## src/hdl/ecd_regs.svh

```systemverilog
// Purpose: Offsets, fields, reset values and counts of the edge clock path.
// Assumes: Included by its bare name.
// Notes:   Definitions only; the package holds the types.
`ifndef ECD_REGS_SVH
`define ECD_REGS_SVH

// ============================================================
// Register byte offsets.
`define ECD_CONTROL_OFFSET   8'h00
`define ECD_CONFIG_OFFSET    8'h04
`define ECD_STATUS_OFFSET    8'h08

// ============================================================
// Control register fields.
`define ECD_CTRL_SELECT_BIT  0
`define ECD_CTRL_STOP_BIT    1
`define ECD_CTRL_DIVRST_BIT  2
`define ECD_CTRL_ALIGN_BIT   3
`define ECD_CTRL_GSR_BIT     4
`define ECD_CTRL_RESET       4'h0

// ============================================================
// Configuration register fields.
`define ECD_CFG_RATIO_LSB    0
`define ECD_CFG_RATIO_MSB    1
`define ECD_CFG_GSREN_BIT    2

// ============================================================
// Status register fields.
`define ECD_STS_STOP_BIT     0
`define ECD_STS_RUN_BIT      1
`define ECD_STS_UNDIV_BIT    2
`define ECD_STS_DIV_BIT      3
`define ECD_STS_COUNT_LSB    4
`define ECD_STS_COUNT_MSB    6

// ============================================================
// Counts and bus answers.
`define ECD_SLIP_HALVES      2'h2
`define ECD_RESP_OKAY        2'h0
`define ECD_RESP_SLVERR      2'h2

`endif

```

## src/hdl/ecd_pkg.sv

```systemverilog
// Purpose: Types shared by the edge clock path.
// Assumes: Nothing beyond SystemVerilog.
// Notes:   Constants live in ecd_regs.svh.
package ecd_pkg;

    // ============================================================
    // Divide ratio of the divided output; code 2'b11 is illegal.
    typedef enum logic [1:0]
    {
        ECD_DIV_2_0 = 2'b00,   // Divide by 2.0.
        ECD_DIV_3_5 = 2'b01,   // Divide by 3.5.
        ECD_DIV_4_0 = 2'b10    // Divide by 4.0.
    } ecd_ratio_type;

endpackage

```

## src/hdl/ecd_edge_clock_divider.sv

```systemverilog
// Purpose: Edge clock path: source select, stop gate and matched divider, under AXI4-Lite.
// Assumes: Edge clock inputs are levels synchronous to core_clk and far slower than it.
// Notes:   Both clock outputs leave flip-flops loaded in the same cycle from one sample.
//
// Contract
// - Select 0 passes input zero, 1 passes one.
// - Gate runs clock at stop 0, off at 1.
// - Core logic may stop each edge clock.
// - Divider gives undivided and 2/3.5/4 divided outputs.
// - Both divider outputs have equal delay.
// - Divider input comes from edge clock mux.
// - Outputs feed primary, routing and secondary nets.
// - Divider reset forces outputs low at once.
// - Undivided output holds constant during divider reset.
// - Static ratio 2.0, 3.5 or 4.0, default 2.0.
// - Static global set/reset enable, default disabled.
//
// Decided for this implementation: the address map and the AXI4-Lite slave port.
`include "ecd_regs.svh"

module ecd_edge_clock_divider
    import ecd_pkg::*;
#(
    parameter ecd_ratio_type DIV_RATIO_DEFAULT = ECD_DIV_2_0,  // Ratio after reset.
    parameter logic          GSR_ENABLE_DEFAULT = 1'b0         // Global set/reset off.
)
(
    input  wire logic        core_clk,       // System clock, 125 MHz.
    input  wire logic        rst_n,          // Synchronous reset, active low.
    input  wire logic [7:0]  s_axi_awaddr,   // Write address.
    input  wire logic        s_axi_awvalid,  // Write address valid.
    output logic             s_axi_awready,  // Write address ready.
    input  wire logic [31:0] s_axi_wdata,    // Write data.
    input  wire logic [3:0]  s_axi_wstrb,    // Write byte enables.
    input  wire logic        s_axi_wvalid,   // Write data valid.
    output logic             s_axi_wready,   // Write data ready.
    output logic [1:0]       s_axi_bresp,    // Write response.
    output logic             s_axi_bvalid,   // Write response valid.
    input  wire logic        s_axi_bready,   // Write response ready.
    input  wire logic [7:0]  s_axi_araddr,   // Read address.
    input  wire logic        s_axi_arvalid,  // Read address valid.
    output logic             s_axi_arready,  // Read address ready.
    output logic [31:0]      s_axi_rdata,    // Read data.
    output logic [1:0]       s_axi_rresp,    // Read response.
    output logic             s_axi_rvalid,   // Read data valid.
    input  wire logic        s_axi_rready,   // Read data ready.
    input  wire logic        clock_in_zero,  // Edge clock source zero.
    input  wire logic        clock_in_one,   // Edge clock source one.
    output logic             undivided_out,  // Edge clock at input rate.
    output logic             divided_out     // Edge clock divided by the ratio.
);

    // ============================================================
    // Declarations.

    logic          ctrl_select_reg;   // Source choice.
    logic          ctrl_stop_reg;     // Stop request to the gate.
    logic          ctrl_divrst_reg;   // Divider reset.
    logic          ctrl_align_reg;    // Word align request level.
    logic          gsr_pulse_reg;     // Global set/reset pulse.
    ecd_ratio_type ratio_reg;         // Divide ratio in force.
    logic          gsr_enable_reg;    // Global set/reset enabled.
    logic          aw_held;           // Write address captured.
    logic          w_held;            // Write data captured.
    logic [7:0]    awaddr_reg;        // Captured write address.
    logic [31:0]   wdata_reg;         // Captured write data.
    logic          wstrb0_reg;        // Captured low byte enable.
    logic          do_write;          // Write takes effect this cycle.
    logic          write_hit;         // Captured address is mapped.
    logic [31:0]   read_value;        // Read data.
    logic          read_hit;          // Read address mapped.
    logic          mux_out;           // Chosen edge clock source.
    logic          edge_clock;        // Gated edge clock.
    logic          stop_applied;      // Stop level the gate obeys.
    logic          prev_clock_reg;    // Edge clock one cycle ago.
    logic          clock_edge;        // Either edge of the edge clock.
    logic          clock_rise;        // Rising edge of the edge clock.
    logic          align_prev_reg;    // Align request one cycle ago.
    logic          align_rise;        // New align request.
    logic          div_hold;          // Divider held in reset.
    logic          run_reg;           // Divider running.
    logic          run_next;          // Next run state.
    logic [2:0]    count_reg;         // Half-period index.
    logic [2:0]    count_next;        // Next half-period index.
    logic [1:0]    slip_reg;          // Halves to skip.
    logic [1:0]    slip_next;         // Next slip count.
    logic [2:0]    count_last;        // Last index for the ratio.
    logic [2:0]    count_high;        // Indexes below this are high.

    // ============================================================
    // Write channel.

    assign s_axi_awready = ~aw_held;
    assign s_axi_wready  = ~w_held;
    assign do_write      = aw_held & w_held & ~s_axi_bvalid;
    assign write_hit     = (awaddr_reg == `ECD_CONTROL_OFFSET) |
                           (awaddr_reg == `ECD_CONFIG_OFFSET) |
                           (awaddr_reg == `ECD_STATUS_OFFSET);

    // Capture address and data in either order.
    always_ff @(posedge core_clk)
    begin
        if (!rst_n)
        begin
            aw_held    <= 1'b0;
            w_held     <= 1'b0;
            awaddr_reg <= 8'h00;
            wdata_reg  <= 32'h0000_0000;
            wstrb0_reg <= 1'b0;
        end
        else if (s_axi_bvalid && s_axi_bready)
        begin
            // The response is taken, so both channels open again.
            aw_held <= 1'b0;
            w_held  <= 1'b0;
        end
        else
        begin
            if (s_axi_awvalid && !aw_held)
            begin
                aw_held    <= 1'b1;
                awaddr_reg <= s_axi_awaddr;
            end
            if (s_axi_wvalid && !w_held)
            begin
                w_held     <= 1'b1;
                wdata_reg  <= s_axi_wdata;
                wstrb0_reg <= s_axi_wstrb[0];
            end
        end
    end

    // Answer once both are held; unmapped addresses get SLVERR.
    always_ff @(posedge core_clk)
    begin
        if (!rst_n)
        begin
            s_axi_bvalid <= 1'b0;
            s_axi_bresp  <= `ECD_RESP_OKAY;
        end
        else if (do_write)
        begin
            s_axi_bvalid <= 1'b1;
            s_axi_bresp  <= write_hit ? `ECD_RESP_OKAY : `ECD_RESP_SLVERR;
        end
        else if (s_axi_bready)
        begin
            s_axi_bvalid <= 1'b0;
        end
    end

    // ============================================================
    // Control and configuration registers.

    // Software levels that steer the select, the gate and the divider.
    always_ff @(posedge core_clk)
    begin
        if (!rst_n)
        begin
            {ctrl_align_reg, ctrl_divrst_reg, ctrl_stop_reg, ctrl_select_reg} <=
                `ECD_CTRL_RESET;
        end
        else if (do_write && wstrb0_reg && awaddr_reg == `ECD_CONTROL_OFFSET)
        begin
            ctrl_select_reg <= wdata_reg[`ECD_CTRL_SELECT_BIT];
            ctrl_stop_reg   <= wdata_reg[`ECD_CTRL_STOP_BIT];
            ctrl_divrst_reg <= wdata_reg[`ECD_CTRL_DIVRST_BIT];
            ctrl_align_reg  <= wdata_reg[`ECD_CTRL_ALIGN_BIT];
        end
    end

    // A written 1 in the pulse field gives one cycle of global set/reset.
    always_ff @(posedge core_clk)
    begin
        if (!rst_n)
        begin
            gsr_pulse_reg <= 1'b0;
        end
        else
        begin
            gsr_pulse_reg <= do_write && wstrb0_reg &&
                             awaddr_reg == `ECD_CONTROL_OFFSET &&
                             wdata_reg[`ECD_CTRL_GSR_BIT];
        end
    end

    // Static settings: written only while the divider is in reset.
    always_ff @(posedge core_clk)
    begin
        if (!rst_n)
        begin
            ratio_reg      <= DIV_RATIO_DEFAULT;
            gsr_enable_reg <= GSR_ENABLE_DEFAULT;
        end
        else if (do_write && wstrb0_reg && ctrl_divrst_reg &&
                 awaddr_reg == `ECD_CONFIG_OFFSET)
        begin
            // The illegal ratio code leaves the ratio unchanged.
            if (wdata_reg[`ECD_CFG_RATIO_MSB:`ECD_CFG_RATIO_LSB] != 2'b11)
            begin
                ratio_reg <= ecd_ratio_type'(wdata_reg[`ECD_CFG_RATIO_MSB:`ECD_CFG_RATIO_LSB]);
            end
            gsr_enable_reg <= wdata_reg[`ECD_CFG_GSREN_BIT];
        end
    end

    // ============================================================
    // Read channel.

    // Select the word for the presented read address.
    always_comb
    begin
        read_value = 32'h0000_0000;
        read_hit   = 1'b1;
        unique case (s_axi_araddr)
            `ECD_CONTROL_OFFSET:
            begin
                read_value[`ECD_CTRL_SELECT_BIT] = ctrl_select_reg;
                read_value[`ECD_CTRL_STOP_BIT]   = ctrl_stop_reg;
                read_value[`ECD_CTRL_DIVRST_BIT] = ctrl_divrst_reg;
                read_value[`ECD_CTRL_ALIGN_BIT]  = ctrl_align_reg;
            end
            `ECD_CONFIG_OFFSET:
            begin
                read_value[`ECD_CFG_RATIO_MSB:`ECD_CFG_RATIO_LSB] = ratio_reg;
                read_value[`ECD_CFG_GSREN_BIT] = gsr_enable_reg;
            end
            `ECD_STATUS_OFFSET:
            begin
                read_value[`ECD_STS_STOP_BIT]  = stop_applied;
                read_value[`ECD_STS_RUN_BIT]   = run_reg;
                read_value[`ECD_STS_UNDIV_BIT] = undivided_out;
                read_value[`ECD_STS_DIV_BIT]   = divided_out;
                read_value[`ECD_STS_COUNT_MSB:`ECD_STS_COUNT_LSB] = count_reg;
            end
            default:
            begin
                // Unmapped address reads zero with an error answer.
                read_hit = 1'b0;
            end
        endcase
    end

    // One read at a time, answered the cycle after the address.
    always_ff @(posedge core_clk)
    begin
        if (!rst_n)
        begin
            s_axi_arready <= 1'b1;
            s_axi_rvalid  <= 1'b0;
            s_axi_rdata   <= 32'h0000_0000;
            s_axi_rresp   <= `ECD_RESP_OKAY;
        end
        else if (s_axi_arvalid && s_axi_arready)
        begin
            s_axi_arready <= 1'b0;
            s_axi_rvalid  <= 1'b1;
            s_axi_rdata   <= read_value;
            s_axi_rresp   <= read_hit ? `ECD_RESP_OKAY : `ECD_RESP_SLVERR;
        end
        else if (s_axi_rvalid && s_axi_rready)
        begin
            s_axi_rvalid  <= 1'b0;
            s_axi_arready <= 1'b1;
        end
    end

    // ============================================================
    // Source select and stop gate.

    ecd_edge_bridge_select_mux u_bridge_mux
    (
        .core_clk       (core_clk),
        .rst_n          (rst_n),
        .clock_in_zero  (clock_in_zero),
        .clock_in_one   (clock_in_one),
        .select         (ctrl_select_reg),
        .bridge_mux_out (mux_out)
    );

    ecd_edge_clock_gate u_edge_gate
    (
        .core_clk      (core_clk),
        .rst_n         (rst_n),
        .edge_gate_in  (mux_out),
        .stop          (ctrl_stop_reg),
        .edge_gate_out (edge_clock),
        .stop_applied  (stop_applied)
    );

    // ============================================================
    // Edge detection on the divider input.

    // The divider clock is the gated output of the edge clock mux.
    always_ff @(posedge core_clk)
    begin
        if (!rst_n)
        begin
            prev_clock_reg <= 1'b0;
            align_prev_reg <= 1'b0;
        end
        else
        begin
            prev_clock_reg <= edge_clock;
            align_prev_reg <= ctrl_align_reg;
        end
    end

    assign clock_edge = edge_clock ^ prev_clock_reg;
    assign clock_rise = edge_clock & ~prev_clock_reg;
    assign align_rise = ctrl_align_reg & ~align_prev_reg;
    assign div_hold   = ctrl_divrst_reg | (gsr_pulse_reg & gsr_enable_reg);

    // ============================================================
    // Ratio decode.

    // One index per half period; 3.5 counts seven halves.
    always_comb
    begin
        unique case (ratio_reg)
            ECD_DIV_2_0:
            begin
                count_last = 3'h3;
                count_high = 3'h2;
            end
            ECD_DIV_3_5:
            begin
                count_last = 3'h6;
                count_high = 3'h4;
            end
            ECD_DIV_4_0:
            begin
                count_last = 3'h7;
                count_high = 3'h4;
            end
            default:
            begin
                count_last = 3'h3;
                count_high = 3'h2;
            end
        endcase
    end

    // ============================================================
    // Divider sequence.

    // Start on a rise, advance on every edge, skip halves on alignment.
    always_comb
    begin
        run_next   = run_reg;
        count_next = count_reg;
        slip_next  = slip_reg;
        if (!run_reg)
        begin
            if (clock_rise)
            begin
                run_next   = 1'b1;
                count_next = 3'h0;
            end
        end
        else if (clock_edge)
        begin
            if (slip_reg != 2'h0)
            begin
                // A full input period is swallowed, shifting the word boundary.
                slip_next = slip_reg - 2'h1;
            end
            else
            begin
                count_next = (count_reg == count_last) ? 3'h0 : count_reg + 3'h1;
            end
        end
        if (run_reg && align_rise)
        begin
            slip_next = `ECD_SLIP_HALVES;
        end
    end

    // Divider state; a held reset or an enabled global set/reset clears it.
    always_ff @(posedge core_clk)
    begin
        if (!rst_n || div_hold)
        begin
            run_reg   <= 1'b0;
            count_reg <= 3'h0;
            slip_reg  <= 2'h0;
        end
        else
        begin
            run_reg   <= run_next;
            count_reg <= count_next;
            slip_reg  <= slip_next;
        end
    end

    // ============================================================
    // Matched outputs.

    // Both outputs load from one edge clock sample, so they align.
    // These flops feed primary, routing and secondary nets alike.
    always_ff @(posedge core_clk)
    begin
        if (!rst_n || div_hold)
        begin
            undivided_out <= 1'b0;
            divided_out   <= 1'b0;
        end
        else
        begin
            undivided_out <= edge_clock;
            divided_out   <= run_next & (count_next < count_high);
        end
    end

endmodule // ecd_edge_clock_divider

```

## src/hdl/ecd_edge_bridge_select_mux.sv

```systemverilog
// Purpose: Two-input bridge select multiplexer for the edge clock sources.
// Assumes: Both clock inputs are sampled levels synchronous to core_clk.
// Notes:   Output is one flop behind the input.
module ecd_edge_bridge_select_mux
    import ecd_pkg::*;
(
    input  wire logic core_clk,       // System clock.
    input  wire logic rst_n,          // Synchronous reset, active low.
    input  wire logic clock_in_zero,  // Default source.
    input  wire logic clock_in_one,   // Alternate source.
    input  wire logic select,         // Source choice.
    output logic      bridge_mux_out  // Chosen source, registered.
);

    // ============================================================
    // Source selection.

    // Pass source zero for 0 and source one for 1.
    always_ff @(posedge core_clk)
    begin
        if (!rst_n)
        begin
            bridge_mux_out <= 1'b0;
        end
        else
        begin
            bridge_mux_out <= select ? clock_in_one : clock_in_zero;
        end
    end

endmodule // ecd_edge_bridge_select_mux

```

## src/hdl/ecd_edge_clock_gate.sv

```systemverilog
// Purpose: Stop gate that lets core logic switch an edge clock off and on.
// Assumes: Input clock is a level on core_clk.
// Notes:   The stop request is only taken while the input is low.
module ecd_edge_clock_gate
    import ecd_pkg::*;
(
    input  wire logic core_clk,       // System clock.
    input  wire logic rst_n,          // Synchronous reset, active low.
    input  wire logic edge_gate_in,   // Clock to be gated.
    input  wire logic stop,           // 1 turns the clock off.
    output logic      edge_gate_out,  // Gated clock, registered.
    output logic      stop_applied    // Stop level that the gate obeys now.
);

    // ============================================================
    // Stop capture.

    // Take stop only in a low phase, so no pulse is cut short.
    always_ff @(posedge core_clk)
    begin
        if (!rst_n)
        begin
            stop_applied <= 1'b0;
        end
        else if (!edge_gate_in)
        begin
            stop_applied <= stop;
        end
    end

    // ============================================================
    // Gated output.

    // Run the clock while stop is 0 and hold it low while stop is 1.
    always_ff @(posedge core_clk)
    begin
        if (!rst_n)
        begin
            edge_gate_out <= 1'b0;
        end
        else
        begin
            edge_gate_out <= edge_gate_in & ~stop_applied;
        end
    end

endmodule // ecd_edge_clock_gate

```

## config.mk

```make
export PLATFORM = sky130hd
export DESIGN_NAME = ecd_edge_clock_divider
export DESIGN_NICKNAME = d
export VERILOG_FILES = /design/src/hdl/ecd_pkg.sv /design/src/hdl/ecd_edge_clock_divider.sv /design/src/hdl/ecd_edge_bridge_select_mux.sv /design/src/hdl/ecd_edge_clock_gate.sv
export VERILOG_INCLUDE_DIRS = /design/src /design/src/hdl
export SDC_FILE = /design/constraint.sdc
export NUM_CORES = 1
export LEC_CHECK = 0
export ABC_AREA = 0
export BUFFER_PORTS_ARGS = -buffer_cell sky130_fd_sc_hd__buf_2
export CORE_MARGIN = 3
export CORE_UTILIZATION = 50
export DETAILED_ROUTE_END_ITERATION = 8
export GPL_ROUTABILITY_DRIVEN = 0
export PLACE_DENSITY = 0.87
export SYNTH_ARGS = -nofsm -noshare
export SYNTH_HDL_FRONTEND = slang
export SYNTH_SLANG_ARGS = --single-unit
export TNS_END_PERCENT = 20
```

## constraint.sdc

```tcl
create_clock -name core_clk -period 3.72 [get_ports core_clk]
set_clock_uncertainty 0.05 [all_clocks]
set_input_delay 0.186 -clock core_clk [delete_from_list [all_inputs] [get_ports core_clk]]
set_output_delay 0.186 -clock core_clk [all_outputs]
set_load 0.005 [all_outputs]
```

==> results.sh, run 1 <==
export IMPL_status="complete, no violations"
export IMPL_via_per_inst=4.87
export IMPL_largest_reg_flops=8
export IMPL_numPortBuffers=46
export IMPL_multi_input_area_um2=1160
export IMPL_crit_path_end_kind="flop"
export IMPL_slew_headroom_pct=57.1
export IMPL_first_iter_violations=75
export IMPL_hold_viol=0
export IMPL_layout_nets=347
export IMPL_rsz0062_at_grt="false"
export IMPL_final_max_slew_violation_count=0
export IMPL_drive_gt1_share_pct=21.9
export IMPL_cp_cell_sequence="ha_1, nor4b_4, mux2i_1, a211oi_2, ha_1, a2111oi_0"
export IMPL_critPathLaunch="u_edge_gate.edge_gate_out"
export IMPL_hp_class="input pin to flop"
export IMPL_maxCapViolations=0
export IMPL_grt_first_pass_wirelength_um=6560
export IMPL_fillers=388
export IMPL_area_growth_pct=11.6
export IMPL_path_class="flop to flop"
export IMPL_avgRoutedWirePerCell_um=12.0
export IMPL_postCtsHoldBufs=0
export IMPL_path_max_fanout=7
export IMPL_cp_slowest_cell="nor4b_4"
export IMPL_final_antenna_net_count=0
export IMPL_cts_sinks=49
export IMPL_htree_levels=2
export IMPL_core_area_um2=4380
export IMPL_irDropWorstVdd_uv=237
export IMPL_netlist_area_um2=2300
export IMPL_cts_made_buffers=5
export IMPL_tns_ns=0
export IMPL_clockRootBuffer="clkbuf_8"
export IMPL_cp_arrival_ns=2.48
export IMPL_rows=24
export IMPL_leakagePower_nw=1.17
export IMPL_die_w_um=73.8
export IMPL_ctsLongestPathBuffers=2
export IMPL_yosys_warnings=0
export IMPL_syn_area_per_cell_um2=9.69
export IMPL_setup_viol=0
export IMPL_period_share_pct=63.7
export IMPL_dr_pass1_iters=4
export IMPL_first_global_vias=1449
export IMPL_synth_flop_cell="dfxtp_1"
export IMPL_max_stage_delay_ns=0.41
export IMPL_routed_wl_um=4030
export IMPL_antenna_found_initial=0
export IMPL_clock_latency_ns=0.30
export IMPL_synth_top_cell_by_area="dfxtp_1"
export IMPL_start_util_pct=52.4
export IMPL_drc=0
export IMPL_grt_usage_pct=15.8
export IMPL_period_needed_ns=2.37
export IMPL_crit_top_cell="ha_1"
export IMPL_required_ns=3.83
export IMPL_p_per_area_nw_per_um2=383
export IMPL_holdPathStages=3
export IMPL_die_area_um2=5440
export IMPL_finalHoldWorstSlack_ns=0.0537
export IMPL_synthArstFlopShare_pct=0
export IMPL_seq_area_um2=981
export IMPL_worstSetupStartpointType="flop"
export IMPL_ys_types=42
export IMPL_ios=104
export IMPL_ff2ff_path_depth=6
export IMPL_synth_cells=237
export IMPL_r2r_start="u_edge_gate.edge_gate_out"
export IMPL_diodes=0
export IMPL_postCtsSetupBuffers=0
export IMPL_synthDominantCellAreaShare_pct=42.7
export IMPL_max_freq_ghz=0.422
export IMPL_tightestPinTransition_ns=0.644
export IMPL_overflow=0
export IMPL_synth_seq_cells=49
export IMPL_die_h_um=73.8
export IMPL_cts_tree="built"
export IMPL_yosys_top_cells_area="dfxtp_1, mux2i_1, buf_4, nor2b_1, nor2_1"
export IMPL_ys_seq_area_share_pct=42.7
export IMPL_grt_max_degree=46
export IMPL_ctsResizeCount=0
export IMPL_synth_enable_flop_cells=0
export IMPL_path_clk_slew_ns=0.08
export IMPL_vias=1632
export IMPL_dp_hpwl_um=3110
export IMPL_worstHoldStart="s_axi_awvalid"
-- worst max-delay path, delay by kind of cell, from the launching register on --
kind / cells / cell delay (ns)
AOI/OAI and AO/OA: 2 / 0.67
adders and majority gates: 2 / 0.61
and+or+nand+nor: 1 / 0.41
DFF: 1 / 0.33
muxes: 1 / 0.15
-- power breakdown --
| group | internal, mW | leakage (nW) | switching (mW) |
|---|---|---|---|
| sequential | 0.542 | 0.399 | 0.0120 |
| clock | 0.168 | 0.0542 | 0.163 |
| combinational | 0.0444 | 0.718 | 0.0519 |
| total | 0.755 | 1.17 | 0.227 |
-- metrics by stage --
stage / total power, mW / setup slack, ns / std cells / area (um2) / utilization (%)
after CTS: 0.996 / 1.33 / 335 / 2560 / 58.4
after global placement: 0.660 / 1.35 / 327 / 2460 / 56.1
after global routing: 1.03 / 1.19 / 335 / 2560 / 58.4
after floorplan: 0.649 / 1.67 / 263 / 2390 / -
after detailed placement: 0.664 / 1.37 / 327 / 2460 / 56.1
final: 0.981 / 1.35 / 335 / 2560 / 58.4
-- synthesized netlist by cell type, types with 2 or more instances --
| cell type | count |
|---|---|
| dfxtp_1 | 49 |
| buf_4 | 27 |
| nor2b_1 | 26 |
| mux2i_1 | 25 |
| nor2_1 | 14 |
| nand2_1 | 13 |
| nand3_1 | 9 |
| o21ai_0 | 9 |
| clkbuf_1 | 7 |
| inv_1 | 5 |
| ha_1 | 4 |
| a21oi_1 | 3 |
| a22oi_1 | 3 |
| nand2b_1 | 3 |
| nand4_1 | 3 |
| nor3b_1 | 3 |
| o2bb2ai_1 | 3 |
| a21boi_0 | 2 |
| and2_1 | 2 |
| and3b_1 | 2 |
| and4b_1 | 2 |
| nand3b_1 | 2 |
| xor2_1 | 2 |
-- cell usage in the layout (no fill, tap or decap), types with 3 or more instances in the layout --
master     netlist  final
nor2b_1         26     26
mux2i_1         25     25
ha_1             4      4
buf_2            0     46
nor3b_1          3      3
nand4_1          3      3
inv_1            5      5
nor2_1          14     14
a22oi_1          3      3
nand3_1          9      9
a21oi_1          3      3
conb_1           1     27
nand2b_1         3      3
o2bb2ai_1        3      3
clkbuf_8         0      7
o21ai_0          9      9
nand2_1         13     13
dfxtp_1         49     49
-- area by class of cell --
type                            count  area share (%)
Sequential cell                    49            38.3
Inverter                            5           0.733
Clock buffer                        7            3.76
Multi-Input combinational cell    175            45.5
Clock inverter                      1           0.195
Timing Repair Buffer               46            8.99
Tap cell                           52            2.54
-- metal layers --
metal / up-vias / share of wire, % / wire (um) / global-route usage [%]
met4: 0 / 1.8 / 73 / 6.64
met3: 6 / 6.4 / 256 / 4.51
met5: - / 0 / 0 / 0
li1: 850 / - / - / -
met2: 48 / 47 / 1880 / 25.4
met1: 728 / 45 / 1820 / 19.8
-- logic make-up after synthesis --
| group | count (synthesis) | share of synthesized area (%) |
|---|---|---|
| XOR/XNOR | 2 | 0.763 |
| AO/OA/AOI/OAI | 29 | 9.92 |
| adder cells (fa/ha/maj) | 4 | 2.18 |
| other | 1 | 0.163 |
| flip-flops | 49 | 42.7 |
| multiplexers | 26 | 11.4 |
| buffers and inverters | 39 | 10.8 |
| AND/OR/NAND/NOR | 87 | 22.1 |
-- worst paths after layout --
check,endpoint,slack [ns]
hold reg to reg,gsr_pulse_reg,0.38
setup / recovery,divided_out,1.35
setup reg to reg,divided_out,1.35
hold / removal,aw_held,0.05
No activity file was read; power rests on OpenSTA's default activity.
==> run 2: changes to the inputs <==
--- a/config.mk
+++ b/config.mk
@@ -6,13 +6,13 @@
 export SDC_FILE = /design/constraint.sdc
 export NUM_CORES = 1
 export LEC_CHECK = 0
-export ABC_AREA = 0
+export ABC_AREA = 1
 export BUFFER_PORTS_ARGS = -buffer_cell sky130_fd_sc_hd__buf_2
 export CORE_MARGIN = 3
-export CORE_UTILIZATION = 50
+export CORE_UTILIZATION = 47
 export DETAILED_ROUTE_END_ITERATION = 8
 export GPL_ROUTABILITY_DRIVEN = 0
-export PLACE_DENSITY = 0.87
+export PLACE_DENSITY = 0.83
 export SYNTH_ARGS = -nofsm -noshare
 export SYNTH_HDL_FRONTEND = slang
 export SYNTH_SLANG_ARGS = --single-unit
==> constraint.sdc (replaced) <==
create_clock -name core_clk -period 2.3 [get_ports core_clk]
set_clock_uncertainty 0.05 [all_clocks]
set_input_delay 0.115 -clock core_clk [delete_from_list [all_inputs] [get_ports core_clk]]
set_output_delay 0.115 -clock core_clk [all_outputs]
set_load 0.005 [all_outputs]
==> run 2 against run 1 <==
Final cell count is 29% higher. Global-route usage hardly changed. Power rose by 62%. Routed wire length increased by 9.3%. Flip-flop and latch count stayed put. Register-to-register slack got worse by 0.89 ns. Setup slack got worse by 0.89 ns. Die area rose by 6.0%. Critical path depth rose by 3.
==> results.sh, run 2 <==
export IMPL_status="complete, no violations"
export IMPL_synth_flop_cell="dfxtp_1"
export IMPL_ios=104
export IMPL_irDropWorstVdd_uv=301
export IMPL_cp_arrival_ns=2.03
export IMPL_final_max_slew_violation_count=0
export IMPL_finalPower_mw=1.59
export IMPL_crit_family="simple AND/OR/NAND/NOR gates"
export IMPL_layout_nets=432
export IMPL_yosys_top_cells_area="dfxtp_1, buf_4, nand2_1, nor2_1, inv_1"
export IMPL_diodes=0
export IMPL_avgRoutedWirePerCell_um=10.2
export IMPL_leakagePower_nw=1.25
export IMPL_antenna_found_initial=0
export IMPL_crit_path_end_kind="flop"
export IMPL_drive_gt1_share_pct=16.0
export IMPL_rsz0062_at_grt="false"
export IMPL_start_util_pct=50.7
export IMPL_syn_area_per_cell_um2=7.23
export IMPL_final_antenna_net_count=0
export IMPL_period_needed_ns=1.84
export IMPL_vias=1959
export IMPL_hp_class="input pin to flop"
export IMPL_htree_levels=2
export IMPL_tns_ns=0
export IMPL_path_max_fanout=5
export IMPL_path_class="flop to flop"
export IMPL_max_freq_ghz=0.544
export IMPL_mostFrequentLayoutCells="nand2_1, dfxtp_1, buf_2"
export IMPL_via_per_inst=4.52
export IMPL_synthArstFlopShare_pct=0
export IMPL_grt_usage_pct=15.9
export IMPL_largest_reg_flops=8
export IMPL_power_switching_uw=411
export IMPL_grt_first_pass_wirelength_um=7500
export IMPL_clockRootBuffer="clkbuf_8"
export IMPL_grt_max_degree=23
export IMPL_synthDominantCellAreaShare_pct=42.7
export IMPL_pwr_share_seq_pct=57.4
export IMPL_postCtsSetupBuffers=0
export IMPL_core_area_um2=4530
export IMPL_synth_seq_cells=49
export IMPL_ys_types=26
export IMPL_cp_slowest_cell="dfxtp_1"
export IMPL_ys_seq_area_share_pct=42.7
export IMPL_die_w_um=76.0
export IMPL_clock_latency_ns=0.30
export IMPL_first_iter_violations=91
export IMPL_routed_wl_um=4410
export IMPL_die_area_um2=5770
export IMPL_p_per_area_nw_per_um2=611
export IMPL_synth_enable_flop_cells=0
export IMPL_synth_cells=318
export IMPL_numPortBuffers=46
export IMPL_required_ns=2.49
export IMPL_p_sw_share_pct=25.9
export IMPL_rows=24
export IMPL_period_share_pct=79.9
export IMPL_ys_top_cells_by_count="dfxtp_1, nand2_1, nor2_1"
export IMPL_max_stage_delay_ns=0.34
export IMPL_cts_made_buffers=5
export IMPL_netlist_area_um2=2300
export IMPL_fillers=436
export IMPL_first_global_vias=1743
export IMPL_synth_top_cell_by_area="dfxtp_1"
export IMPL_internal_power_mw=1.18
export IMPL_overflow=0
export IMPL_cp_cell_sequence="ha_1, nor2_1, nand2_1, nor2_1, nand2_1, nand2_1, nor2_1, ha_1, a21oi_1"
export IMPL_dp_hpwl_um=3400
export IMPL_combPwrFrac_pct=11.9
export IMPL_crit_buf_inv=0
export IMPL_area_growth_pct=12.9
export IMPL_cts_tree="built"
export IMPL_clockPowerShare_pct=30.8
export IMPL_ctsLongestPathBuffers=2
export IMPL_dr_pass1_iters=4
export IMPL_maxCapViolations=0
export IMPL_setup_viol=0
export IMPL_drc=0
export IMPL_path_clk_slew_ns=0.09
export IMPL_die_h_um=76.0
export IMPL_yosys_warnings=0
export IMPL_hold_viol=0
export IMPL_cts_sinks=49
export IMPL_worstSetupStartpointType="flop"
[run 2: cell types whose count changed after synthesis, sizes merged, moves of 25 or more]
| cell | change |
|---|---|
| a21oi | +26 |
| inv | +39 |
| mux2i | -25 |
| nand2 | +36 |
| nor2 | +32 |
| nor2b | -26 |
[run 2: worst reg2reg max path, cell delays in order, from the launching register on]
cell and delay, ns:
dfxtp_1 0.34, ha_1 0.32, nor2_1 0.14, nand2_1 0.13, nor2_1 0.16, nand2_1 0.08
nand2_1 0.09, nor2_1 0.06, ha_1 0.28, a21oi_1 0.13
[run 2: power by group through the flow]
stage                     registers [mW]  logic (mW)  clock network, mW
after global routing               0.916       0.219              0.542
after floorplan                    0.928       0.156                  0
after global placement             0.929       0.179                  0
after CTS                          0.911       0.189              0.498
after detailed placement           0.931       0.185                  0
final                              0.910       0.188              0.488
[run 2: area by class of cell]
cell class                 instances  area [um2]  area share [%]
timing repair buffer              50         268            10.3
tap                               65        81.3            3.13
clock buffer                       7        76.3            2.94
inverter                          44         165            6.36
sequential                        49         981            37.8
clock inverter                     1        7.51           0.289
multi-input combinational        217        1020            39.2
[run 2: per-stage QoR]
stage / instances / hold WS [ns] / utilization (%) / instance area [um2] / worst slack [ns]
after floorplan: 344 / 0.194 / - / 2400 / 0.682
after global placement: 422 / 0.297 / 54.7 / 2480 / 0.551
after detailed placement: 422 / 0.306 / 54.7 / 2480 / 0.505
after CTS: 433 / 0.00769 / 57.3 / 2600 / 0.475
after global routing: 433 / 0.00532 / 57.3 / 2600 / 0.257
final: 433 / 0.0150 / 57.3 / 2600 / 0.462
[run 2: routing by layer]
layer / vias to the layer above / share of wire, % / GRT usage [%]
li1: 1051 / - / -
met1: 846 / 44 / 18.3
met2: 56 / 49 / 27.5
met3: 6 / 6.4 / 5.92
met4: 0 / 1.2 / 4.53
met5: - / 0 / 0
[run 2: what timing repair did]
item | in CTS | in global routing
endpoints found under the hold margin | 3 | 0
resized for setup | 0 | 0
hold buffers | 3 | 0
[run 2: kinds of logic (layout without fill, tap and decap cells)]
logic type	count (synthesis)	in the layout	synth area share (%)
compound gates	57	57	12.9
xor+xnor	2	2	0.762
fa+ha+maj	4	4	2.18
buf+inv	78	102	17.4
flops	49	49	42.7
other cells	1	27	0.163
simple gates	127	127	24.0
[run 2: final timing paths]
kind	startpoint	end	slack (ns)	cells after the start
setup reg to reg	u_edge_gate.edge_gate_out	divided_out	0.46	9
hold reg to reg	wdata_reg[4]	gsr_pulse_reg	0.41	2
hold / removal	s_axi_awaddr[0]	awaddr_reg[0]	0.01	3
setup / recovery	u_edge_gate.edge_gate_out	divided_out	0.46	9
==> run 3: changes to the inputs <==
--- a/config.mk
+++ b/config.mk
@@ -6,13 +6,13 @@
 export SDC_FILE = /design/constraint.sdc
 export NUM_CORES = 1
 export LEC_CHECK = 0
-export ABC_AREA = 1
+export ABC_AREA = 0
 export BUFFER_PORTS_ARGS = -buffer_cell sky130_fd_sc_hd__buf_2
 export CORE_MARGIN = 3
-export CORE_UTILIZATION = 47
+export CORE_UTILIZATION = 42
 export DETAILED_ROUTE_END_ITERATION = 8
 export GPL_ROUTABILITY_DRIVEN = 0
-export PLACE_DENSITY = 0.83
+export PLACE_DENSITY = 0.79
 export SYNTH_ARGS = -nofsm -noshare
 export SYNTH_HDL_FRONTEND = slang
 export SYNTH_SLANG_ARGS = --single-unit
==> constraint.sdc (replaced) <==
create_clock -name core_clk -period 1.6 [get_ports core_clk]
set_clock_uncertainty 0.05 [all_clocks]
set_input_delay 0.08 -clock core_clk [delete_from_list [all_inputs] [get_ports core_clk]]
set_output_delay 0.08 -clock core_clk [all_outputs]
set_load 0.005 [all_outputs]
==> run 3 against run 2 <==
The run now ends with negative setup slack left. Power is 46% higher. Non-clock buffer count rose by 31. Worst hold slack gained 0.0041 ns. Final area is 13% higher. Sequential power grew 42%. Sequential share of layout area is 4.2 points lower. Die area grew 11%. Register-to-register slack worse by 0.89 ns. Core utilization decreased by 0.96 points. Routed wire length increased by 12%. Via count is 7.3% lower. Critical path depth down 3. Largest cell class unchanged.
==> results.sh, run 3 (same netlist as run 1, synthesis figures left out) <==
export IMPL_layout_nets=382
export IMPL_die_w_um=79.9
export IMPL_placed_area_um2=2610
export IMPL_numPortBuffers=46
export IMPL_r2r_start="u_edge_gate.edge_gate_out"
export IMPL_diodes=0
export IMPL_irDropWorstVdd_uv=613
export IMPL_status="finished, violations left"
export IMPL_crit_path_end_kind="flop"
export IMPL_postCtsSetupBuffers=0
export IMPL_drive_gt1_share_pct=27.4
export IMPL_maxCapViolations=0
export IMPL_vias=1816
export IMPL_cp_arrival_ns=2.18
export IMPL_avgRoutedWirePerCell_um=12.7
export IMPL_ctsLongestPathBuffers=2
export IMPL_clock_latency_ns=0.31
export IMPL_dr_pass1_iters=4
export IMPL_core_area_um2=5200
export IMPL_rows=26
export IMPL_setup_viol=2
export IMPL_grt_usage_pct=15.8
export IMPL_first_iter_violations=46
export IMPL_cts_made_buffers=5
export IMPL_area_growth_pct=27.6
export IMPL_whs_endpoint="s_axi_arready"
export IMPL_p_per_area_nw_per_um2=792
export IMPL_worstHoldStart="s_axi_rready"
export IMPL_hold_viol=0
export IMPL_clockRootBuffer="clkbuf_8"
export IMPL_overflow=0
export IMPL_required_ns=1.75
export IMPL_largest_reg_flops=8
export IMPL_max_freq_ghz=0.493
export IMPL_path_class="flop to flop"
export IMPL_start_util_pct=44.1
export IMPL_via_per_inst=4.68
export IMPL_finalPower_mw=2.32
export IMPL_die_area_um2=6390
export IMPL_worstSetupStartpointType="flop"
export IMPL_mostFrequentLayoutCells="dfxtp_1, buf_2, conb_1"
export IMPL_period_needed_ns=2.03
export IMPL_final_antenna_net_count=0
export IMPL_fin_area_um2=2930
export IMPL_grt_max_degree=21
export IMPL_first_global_vias=1684
export IMPL_drc=0
export IMPL_cts_tree="built"
export IMPL_ios=104
export IMPL_regToRegEndpoint="divided_out"
export IMPL_htree_levels=2
export IMPL_cts_sinks=49
export IMPL_period_share_pct=127
export IMPL_hp_class="input pin to flop"
export IMPL_path_clk_slew_ns=0.09
export IMPL_rrSetupSlack_ns=-0.43
export IMPL_fin_ws_ns=-0.430
export IMPL_leakagePower_nw=1.33
export IMPL_die_h_um=79.9
export IMPL_final_max_slew_violation_count=0
export IMPL_path_max_fanout=2
export IMPL_antenna_found_initial=0
export IMPL_routed_wl_um=4930
export IMPL_ff2ff_path_depth=6
export IMPL_rsz0062_at_grt="true"
export IMPL_dp_hpwl_um=3560
export IMPL_grt_first_pass_wirelength_um=7870
export IMPL_violations="negative setup slack"
export IMPL_pre_cts_slack_ns=-0.618
export IMPL_holdPathStages=3
[run 3: cell count changes in the layout (fill, tap and decap cells not counted), moves of 15 or more]
| cell | previous run | this run |
|---|---|---|
| buf_4 | 1 | 17 |
| nor2_1 | 45 | 14 |
| mux2i_1 | 0 | 25 |
| dlygate4sd3_1 | 3 | 18 |
| nand2_1 | 49 | 13 |
| nor2b_1 | 0 | 26 |
| inv_1 | 43 | 3 |
| a21oi_1 | 29 | 3 |
[run 3: per-layer routing]
| layer | part of all wire [%] | global-route usage, % |
|---|---|---|
| met1 | 44 | 19.0 |
| met2 | 49 | 27.5 |
| met3 | 5.7 | 3.39 |
| met4 | 1.3 | 5.57 |
| met5 | 0 | 0 |
[run 3: repair_timing]
action | CTS | global route
gates resized for setup | 9 | 2
pin swaps | 2 | 2
hold endpoints to repair | 17 | 0
hold buffers | 18 | 0
setup endpoints to repair | 3 | 7
[run 3: worst max path at each step]
stage	startpoint	to	slack, ns	cells past startpoint
after floorplan	u_edge_gate.edge_gate_out	divided_out	-0.45	6
after global placement	prev_clock_reg	divided_out	-0.36	7
after detailed placement	prev_clock_reg	divided_out	-0.62	7
after CTS	u_edge_gate.edge_gate_out	divided_out	-0.45	6
after global routing	u_edge_gate.edge_gate_out	divided_out	-0.52	6
final	u_edge_gate.edge_gate_out	divided_out	-0.43	6
[run 3: area by class of cell]
type                    count  area (um2)
clock buffers               6        72.6
clock inverters             2        13.8
fillers                   472        2270
inverters                   5        18.8
multi-input cells         175        1210
flip-flops and latches     49         985
well taps                  70        87.6
repair buffers             81         538
[run 3: critical path: stages (launching register included)]
cell and delay [ns]:
dfxtp_2 0.34, ha_4 0.24, nor4b_4 0.25, mux2i_1 0.15, a211oi_2 0.25, ha_1 0.33, a2111oi_4 0.31
[run 3: stage by stage]
step           hold slack, ns  instances  util, %  setup TNS, ns
2_1_floorplan           0.146        263        -         -0.531
3_3_place_gp            0.255        362     50.1         -0.447
3_5_place_dp            0.259        362     50.1         -0.779
4_1_cts                0.0181        388     55.9         -0.498
5_1_grt                0.0314        388     56.3         -0.876
6_report               0.0191        388     56.3         -0.470
[run 3: where the power goes]
group          switching [mW]  total (mW)  internal (mW)
combinational           0.140       0.296          0.156
clock                   0.421       0.734          0.312
sequential             0.0296        1.29           1.26
total                   0.591        2.32           1.73
